File: config.mk
export PLATFORM = sky130hd
export DESIGN_NAME = fiber_ring_fault_manager
export DESIGN_NICKNAME = d
export VERILOG_FILES = /design/src/rtl/fiber_ring_pkg.sv /design/src/rtl/fiber_channel_monitor.sv /design/src/rtl/fiber_ring_fault_manager.sv
export VERILOG_INCLUDE_DIRS = /design/src /design/src/rtl
export SDC_FILE = /design/constraint.sdc
export NUM_CORES = 1
export LEC_CHECK = 0
export BUFFER_PORTS_ARGS = -buffer_cell sky130_fd_sc_hd__buf_4
export CAP_MARGIN = 10
export CORE_MARGIN = 4
export CORE_UTILIZATION = 40
export CTS_CLUSTER_SIZE = 28
export DETAILED_ROUTE_END_ITERATION = 16
export HOLD_SLACK_MARGIN = 0.1
export PLACE_DENSITY_LB_ADDON = 0.3
export SLEW_MARGIN = 20
export SYNTH_ARGS = -nofsm -noshare
export SYNTH_HDL_FRONTEND = slang
export SYNTH_SLANG_ARGS = --single-unit
File: constraint.sdc
create_clock -name core_clk -period 3.7 [get_ports core_clk]
set_input_delay 0.37 -clock core_clk [delete_from_list [all_inputs] [get_ports core_clk]]
set_output_delay 0.37 -clock core_clk [all_outputs]
set_load 0.005 [all_outputs]
File: src/rtl/fiber_ring_defs.svh
// shared timing counts, switch positions and reset values for the fiber ring fault manager
`ifndef FIBER_RING_DEFS_SVH
`define FIBER_RING_DEFS_SVH

// configuration bank b switch positions (switch n sits at bit n-1)
`define SW_TRAP_ENABLE 1
`define SW_SIM_FAULT_A 2
`define SW_SIM_FAULT_B 3
`define BANK_WIDTH 8

// receive silence timeout before a channel is declared failed
`define RX_TIMEOUT_US 100
// pushbutton debounce settle time
`define DEBOUNCE_US 10000
// core clock rate in mhz
`define CLK_MHZ 25

// derived cycle counts (longest-wait style figures, at least one cycle)
`define RX_TIMEOUT_CYC (`RX_TIMEOUT_US * `CLK_MHZ)
`define DEBOUNCE_CYC (`DEBOUNCE_US * `CLK_MHZ)

// fault contact open value; the manager loads its inverse at reset, so the contacts reset closed
`define CONTACT_RESET 1'b0

`endif

File: src/rtl/fiber_ring_pkg.sv
// types shared by the fiber ring fault manager
package fiber_ring_pkg;

  // per-channel state of the fault logic
  typedef enum logic [3:0] {
    CH_ACTIVE = 4'b0001,
    CH_FAILED = 4'b0010,
    CH_TRAPPED = 4'b0100,
    CH_POWERUP = 4'b1000
  } chan_state_t;

  // receive side inputs of one channel
  typedef struct packed {
    logic rxActivity;
    logic rxDataIn;
  } rx_link_t;

  // transmit side outputs of one channel
  typedef struct packed {
    logic txEnable;
    logic txDataOut;
  } tx_link_t;

endpackage

File: src/rtl/fiber_channel_monitor.sv
// receive watchdog for one fiber channel: flags silence that reaches the timeout
`timescale 1ns/1ps
`include "fiber_ring_defs.svh"

module fiber_channel_monitor
  import fiber_ring_pkg::*;
#(
  parameter int TIMEOUT_CYC = `RX_TIMEOUT_CYC
)
(
  input wire logic core_clk,
  input wire logic reset,
  input wire logic rxActivity,
  output logic rxFail
);

  localparam int CW = $clog2(TIMEOUT_CYC + 1);

  logic [CW-1:0] silentCount;
  logic [CW-1:0] next_silentCount;
  logic next_rxFail;

  // count cycles without activity, fail once the timeout is reached
  always_comb
  begin
    next_silentCount = silentCount;
    next_rxFail = rxFail;
    if (rxActivity)
    begin
      next_silentCount = '0;
      next_rxFail = 1'b0;
    end
    else if (silentCount >= CW'(TIMEOUT_CYC - 1))
    begin
      next_rxFail = 1'b1;
    end
    else
    begin
      next_silentCount = silentCount + CW'(1);
    end
  end

  // register the watchdog; a link starts out considered silent
  always_ff @(posedge core_clk)
  begin
    if (reset)
    begin
      silentCount <= '0;
      rxFail <= 1'b1;
    end
    else
    begin
      silentCount <= next_silentCount;
      rxFail <= next_rxFail;
    end
  end

endmodule

File: src/rtl/fiber_ring_fault_manager.sv
// fault detect, isolate and trap-and-hold logic for a two-channel fiber ring module
// What this block does
// - a receive failure on channel a or b raises that channel's fault output and silences its transmitter.
// - each fault contact is open with no error and closed while that channel shows an error.
// - in auto-recovery the channel returns to normal by itself once the failure clears.
// - trap mode is chosen on the master module by bank b switch 2.
// - trap mode on the master spreads to every module with no local setting needed.
// - trap mode needs exactly one master, and that master must have trap selected.
// - in trap mode failures are still isolated but held until removed and a reset occurs.
// - after power-up in trap mode both channels may show errors, and bad links latch as failures.
// - a trap reset press on any module returns every trap-mode channel whose failure has cleared to an active error-free state.
// - bank b switch 3 or 4 forces errors on the channel a or b transmit output.
// - with a master selected on a non-redundant network the global error indicator shows error.
// - a non-redundant auto-recovery network works with or without a master.
`timescale 1ns/1ps
`include "fiber_ring_defs.svh"

module fiber_ring_fault_manager
  import fiber_ring_pkg::*;
#(
  parameter int RX_TIMEOUT = `RX_TIMEOUT_CYC,
  parameter int DEBOUNCE = `DEBOUNCE_CYC
)
(
  input wire logic core_clk,
  input wire logic reset,
  input wire logic [`BANK_WIDTH-1:0] configBankB,
  input wire logic masterSelect,
  input wire logic redundantRing,
  input wire logic trap_reset_button,
  input wire logic netTrapIn,
  input wire logic netResetIn,
  input wire rx_link_t rxA,
  input wire rx_link_t rxB,
  output tx_link_t txA,
  output tx_link_t txB,
  input wire logic txDataA,
  input wire logic txDataB,
  output logic channel_a_fault_output,
  output logic channel_b_fault_output,
  output logic netTrapOut,
  output logic netResetOut,
  output logic trapModeActive,
  output logic globalError
);

  localparam int DW = $clog2(DEBOUNCE + 1);

  logic [1:0] rxFail;
  logic [1:0] simFault;
  logic [1:0] chanErr;
  logic [1:0] txData;
  logic [1:0] rxAct;
  chan_state_t chState [2];
  chan_state_t next_chState [2];
  logic [DW-1:0] dbCount;
  logic [DW-1:0] next_dbCount;
  logic btnStable;
  logic next_btnStable;
  logic btnPrev;
  logic btnPress;
  logic trapMode;
  logic trapReset;
  tx_link_t next_txA;
  tx_link_t next_txB;
  logic [1:0] next_chanErr;
  logic next_globalError;

  assign rxAct = {rxB.rxActivity, rxA.rxActivity};
  assign txData = {txDataB, txDataA};
  assign simFault = {configBankB[`SW_SIM_FAULT_B], configBankB[`SW_SIM_FAULT_A]};

  // trap mode comes from the local switch on the master, or from the network otherwise
  assign trapMode = masterSelect ? configBankB[`SW_TRAP_ENABLE] : netTrapIn;
  assign netTrapOut = masterSelect & configBankB[`SW_TRAP_ENABLE];
  assign trapModeActive = trapMode;

  // a debounced local press or a press relayed from any module resets the trap
  assign btnPress = btnStable & ~btnPrev;
  assign trapReset = btnPress | netResetIn;
  assign netResetOut = btnPress;

  // one receive watchdog per channel
  genvar g;
  generate
    for (g = 0; g < 2; g++)
    begin : gen_mon
      fiber_channel_monitor #(
        .TIMEOUT_CYC(RX_TIMEOUT)
      ) u_mon (
        .core_clk(core_clk),
        .reset(reset),
        .rxActivity(rxAct[g]),
        .rxFail(rxFail[g])
      );
    end
  endgenerate

  // pushbutton debounce: accept a new level only after it holds for the settle time
  always_comb
  begin
    next_dbCount = '0;
    next_btnStable = btnStable;
    if (trap_reset_button != btnStable)
    begin
      if (dbCount >= DW'(DEBOUNCE - 1))
      begin
        next_btnStable = trap_reset_button;
      end
      else
      begin
        next_dbCount = dbCount + DW'(1);
      end
    end
  end

  always_ff @(posedge core_clk)
  begin
    if (reset)
    begin
      dbCount <= '0;
      btnStable <= 1'b0;
      btnPrev <= 1'b0;
    end
    else
    begin
      dbCount <= next_dbCount;
      btnStable <= next_btnStable;
      btnPrev <= btnStable;
    end
  end

  // per-channel fault state machine
  always_comb
  begin
    for (int c = 0; c < 2; c++)
    begin
      next_chState[c] = chState[c];
      case (chState[c])
        CH_POWERUP:
        begin
          // trap mode holds the power-up error until a trap reset
          if (trapMode)
          begin
            if (trapReset && !rxFail[c])
            begin
              next_chState[c] = CH_ACTIVE;
            end
          end
          else if (!rxFail[c])
          begin
            next_chState[c] = CH_ACTIVE;
          end
        end
        CH_ACTIVE:
        begin
          if (rxFail[c])
          begin
            next_chState[c] = trapMode ? CH_TRAPPED : CH_FAILED;
          end
        end
        CH_FAILED:
        begin
          if (trapMode)
          begin
            next_chState[c] = CH_TRAPPED;
          end
          else if (!rxFail[c])
          begin
            next_chState[c] = CH_ACTIVE;
          end
        end
        CH_TRAPPED:
        begin
          // needs both the fault gone and a reset, or leaving trap mode
          if (!trapMode)
          begin
            next_chState[c] = rxFail[c] ? CH_FAILED : CH_ACTIVE;
          end
          else if (trapReset && !rxFail[c])
          begin
            next_chState[c] = CH_ACTIVE;
          end
        end
        default:
        begin
          next_chState[c] = CH_POWERUP;
        end
      endcase
    end
  end

  // outputs: fault contacts, transmit gating and simulated faults
  always_comb
  begin
    for (int c = 0; c < 2; c++)
    begin
      next_chanErr[c] = (next_chState[c] != CH_ACTIVE);
    end
    // silencing the transmitter makes the neighbour see the same fault
    next_txA.txEnable = ~next_chanErr[0];
    next_txA.txDataOut = next_chanErr[0] ? 1'b0 : (txData[0] ^ simFault[0]);
    next_txB.txEnable = ~next_chanErr[1];
    next_txB.txDataOut = next_chanErr[1] ? 1'b0 : (txData[1] ^ simFault[1]);
    // a master on a non-redundant network always shows global error
    next_globalError = (masterSelect & ~redundantRing) | (|next_chanErr);
  end

  always_ff @(posedge core_clk)
  begin
    if (reset)
    begin
      chState[0] <= CH_POWERUP;
      chState[1] <= CH_POWERUP;
      chanErr <= {2{~`CONTACT_RESET}};
      txA <= '0;
      txB <= '0;
      globalError <= 1'b1;
    end
    else
    begin
      chState[0] <= next_chState[0];
      chState[1] <= next_chState[1];
      chanErr <= next_chanErr;
      txA <= next_txA;
      txB <= next_txB;
      globalError <= next_globalError;
    end
  end

  // contact closes (high) while the channel is in error
  assign channel_a_fault_output = chanErr[0];
  assign channel_b_fault_output = chanErr[1];

endmodule

# == After elaboration in Yosys (flattened, before gate mapping) ==
# Memories as Yosys holds them, arrays and structs flattened.
# Index checks and enable logic that the tools add are counted.
# word_totals
output_inout_bits,10
input_bits,21
latchBits,0
ramBits,8
word_cells,85
n_memories,1
romBits,0
register_bits,53
# classes
n_eq_ne,11
n_shift,0
n_addsub,3
multipliers,0
mux,27
n_lt_le_gt_ge,3
n_bitwise,14
n_div,0
reduce_logical,13
# mem_list
name,depth,word_bits,read_ports,rd_clocked_by_memory_dff,write_ports,line,rtl
chState,2,4,2,0,2,fiber_ring_fault_manager.sv:54,chan_state_t chState [2];
# ops
operator,count
4-bit 2-to-1 mux,14
4-bit one-hot mux with 4 select lines,2
12-bit by 1-bit adder with 12-bit output (second input constant),2
12-bit >= comparator (second input constant),2
18-bit by 1-bit adder with 18-bit output (second input constant),1
18-bit >= comparator (second input constant),1
2-bit OR reduction,5
4-bit by 1-bit == test with 1-bit output (second input constant),2
4-bit by 2-bit == test with 1-bit output (second input constant),2
4-bit by 3-bit == test with 1-bit output (second input constant),2
4-bit == test (second input constant),2
1-bit 2-to-1 mux,8
4-bit by 1-bit != test with 1-bit output (second input constant),2
1-bit NOT,5
2-bit 2-to-1 mux,2
1-bit bitwise OR,4
2-bit nonzero test,2
1-bit bitwise AND,3
3-bit 2-to-1 mux,1
3-bit OR reduction,1
1-bit logical AND,2
1-bit zero test,2
2-bit AND reduction,1
1-bit bitwise XOR,2
1-bit != test,1

# == Longest topological paths before layout ==
# depth
word_depth,10
mapped_depth,7
ltp_nobuf,6

# == Modules after synthesis ==
# From an unflattened synthesis, not the netlist that was laid out.
# unflattened
cells_unflattened,322
hier_area_um2,2954.1
# modules_own_cells
mod,n_inst,area_each_um2,cells_per_inst,seq_area_each_um2
fiber_ring_fault_manager,1,1627.8,174,700.7
fiber_channel_monitor,2,663.1,74,260.2

# == Least setup slack after synthesis ==
# No wires, ideal clock.
# synth_timing
kind,reg2reg
startpoint,reg gen_mon[1].u_mon.silentCount[0]
endpoint,reg gen_mon[1].u_mon.silentCount[1]
stages_incl_launch_ff,7
setup_slack_ns,2.096
path_buffers,0
arrival_time_ns,1.490
required_time_ns,3.586
synth_period_minus_slack_ns,1.604
setup_ns,0.114
cell_sequence,dfxtp_1 -> ha_1 -> or4_4 -> o211ai_4 -> nand2_1 -> mux2i_1 -> nor2_1
# synth_between
elab_chain_len,1
word_cells_on_any_way,2
cone_classes,add/sub (1); order compare (1)
# synth_lines
item,line,rtl
from (decl),fiber_channel_monitor.sv:19,logic [CW-1:0] silentCount;
from (signal assigned),fiber_channel_monitor.sv:53,silentCount <= next_silentCount;
12-bit by 1-bit adder with 12-bit output / 12-bit >= comparator (equally long branches),"fiber_channel_monitor.sv:39, fiber_channel_monitor.sv:33",
# Parallel ways exist; a longest one is shown, timed or not.
# A chain may end at the register's enable or synchronous reset.

# == Final worst setup path ==
# layout_timing
startpoint,reg dbCount[0]
endpoint,reg dbCount[8]
# layout_between
elab_chain_len,2
word_cells_on_any_way,3
cone_classes,add/sub (1); order compare (1); reduce/logical (1)
# layout_lines
item,line,rtl
from (decl),fiber_ring_fault_manager.sv:56,logic [DW-1:0] dbCount;
from (signal assigned),fiber_ring_fault_manager.sv:127,dbCount <= next_dbCount;
18-bit >= comparator,fiber_ring_fault_manager.sv:106,if (dbCount >= DW'(DEBOUNCE - 1))
3-bit OR reduction (no source line),--,
# Parallel ways exist; a longest one is shown, timed or not.

==> metrics.yaml <==
vias: 2156
p_leak_uw: 0.001227
mostFrequentLayoutCells: "61 x dfxtp_1, 57 x nor2_1, 26 x xor2_1"
cts_resized: 0
drive_gt1_share_pct: 14.16
area_delta_synth_final_pct: 14.64
numPlacedInstances: 401
grt_max_degree: 17
fin_skew_ps: 4.204
synth_seq_area_share_pct: 44.36
hp-class: "input pin to flip-flop"
num_rows: 29
endpoint_kind: "flip-flop"
numCtsBuffers: 9
cp_slowest_cell: "nand2_1"
p_total_uw: 1237
initial_utilization_pct: 42.15
core-area_mm2: 0.006531
post_cts_buffers: 0
final_antenna_net_count: 0
cts_tree: "done"
critical_path.startpoint_type: "flip-flop"
async_flop_share_pct: 0
tightest_slew_ps: 538.2
syn_avg_cell_area_um2: 8.966
yosys_most_used_dff: "dfxtp_1"
ys_seq_elements: 61
antenna_found_initial: 0
finalCritPeriodShare_pct: 50.05
stdcell_count: 416
power_density_mw_per_mm2: 392.0
path_class: "flip-flop to flip-flop"
setup_ws_ps: 1848
worstPathMaxFanout: 16
wl_mm: 5.037
outcome: "finished, final reports clean"
grt_setup_unrepaired: "no"
fmax_mhz: 540.0
grt_pass1_wl_mm: 9.011
post-route-min-period_ps: 1852
fin_nets: 359
holdWs_ps: 236.6
grt-ovfl-total: 0
dieArea_mm2: 0.008273
path_cells: "ha_1 > nand3_1 > a21oi_1 > o21ai_2 > nand2_1 > nor2_1"
cap_violations: 0
drv_slew: 0
via_per_inst: 5.183
path_clk_slew_ps: 60
cts_root_buf: "clkbuf_8"
vdd_drop_max_mv: 0.3653
io_pins: 31
yosysWarnings: 0
cp_slowest_stage_delay_ps: 430
die_y_um: 90.96
hold_viol: 0
multi_input_area_mm2: 0.001480
wire_per_inst_um: 12.11
syn_nets: 331
first_pass_iters: 4
clockBufferDepth: 2
clkLatencyLatePin_ps: 320
first_iter_violations: 52
gp_congestion: 0.8077
seq_area_mm2: 0.001221
hpwlAfterDp_mm: 3.611
syn_inst: 307
final_common_cell: "dfxtp_1"
slew_headroom_pct: 63.81
insertedDiodeCount: 0
cts_sinks: 61
cts_hold_buf: 0
crit_required_ps: 3890
final-setup-viol-count: 0
pre_cts_ws_ps: 1815
setup-tns-final_ps: 0
fillers: 625
htree_levels: 3
fp.dieW_um: 90.96
yosysUniqueCellTypes: 51
track_usage_pct: 13.27
synth_edf_count: 0
syn-cell-area_mm2: 0.002753
drc_errors: 0
crit_arrival_ps: 2050
io_buffers: 23
grt_pass1_vias: 2049
[where the power goes]
group | switching (uW) | internal [uW] | total, uW | leakage, uW
Clock | 227 | 256 | 483 | 0.0000833
Sequential | 12.2 | 669 | 681 | 0.000494
Combinational | 36.6 | 36.4 | 73.0 | 0.000650
[layer usage]
layer	vias to the layer above	global-route usage, %	part of all wire, %
met5	-	0	0
met4	0	5.905	1.7
met3	7	4.132	3.3
met2	33	22.32	48
met1	992	15.54	47
li1	1124	-	-
[cells in the mapped netlist (all sizes together), types with 3 or more instances]
library cell  instances  area share (%)
dfxtp                61              44
nor2                 57             7.8
xor2                 26             8.3
nand3                18             3.3
nand2                17             2.3
xnor2                15             4.8
and3                 11             2.6
nor3                  9             2.0
a21oi                 8             1.5
inv                   7            0.95
and2                  6             1.4
nand4                 6             1.4
nor2b                 6             1.4
clkbuf                5            0.73
mux2i                 5             2.0
nor4                  4            0.91
o21ai                 4            0.86
ha                    3             1.4
nand2b                3            0.68
nand3b                3            0.82
o31ai                 3            0.82
or2                   3            0.68
[worst max-delay path, delay by kind of cell, from the launching register on]
kind            cells  cell delay [ps]
simple gates        3              680
flops               1              420
compound gates      2              380
fa+ha+maj           1              250
[logic make-up after synthesis]
logic type | after synthesis | synth area share, %
compound gates | 32 | 9.045
simple gates | 152 | 28.36
mux | 5 | 1.954
fa+ha+maj | 3 | 1.364
xor+xnor | 41 | 13.05
flops | 61 | 44.36
buf+inv | 13 | 1.863
[cell type report]
class | count | area share [%]
sequential | 61 | 38.70
inverter | 7 | 0.8327
clock inverter | 2 | 0.3172
multi-input combinational | 233 | 46.91
tap | 77 | 3.053
clock buffer | 13 | 4.718
timing repair buffer | 23 | 5.472
[state kept, by name (all words and copies together), names as in the netlist]
name / count
btnStable: 1
gen_mon.u_mon.silentCount: 24
globalError: 1
txB: 2
txA: 2
gen_mon.u_mon.rxFail: 2
chState: 8
dbCount: 18
chanErr: 2
btnPrev: 1
[worst paths after layout]
check | cells past startpoint | startpoint | slack (ps) | end
min | 2 | rxB[1] | 240 | gen_mon[1].u_mon.rxFail$_SDFFE_PP1P_
min reg2reg | 2 | dbCount[17]$_SDFF_PP0_ | 490 | dbCount[17]$_SDFF_PP0_
max reg2reg | 6 | dbCount[0]$_SDFF_PP0_ | 1850 | dbCount[8]$_SDFF_PP0_
max | 6 | dbCount[0]$_SDFF_PP0_ | 1850 | dbCount[8]$_SDFF_PP0_
[through the flow]
step / area [um2] / utilization (%)
3_5_place_dp: 2997 / 45.88
6_report: 3156 / 48.31
3_3_place_gp: 2997 / 45.88
2_1_floorplan: 2753 / -
4_1_cts: 3156 / 48.31
5_1_grt: 3156 / 48.31
Note: power is estimated with default switching activity, not from simulation.
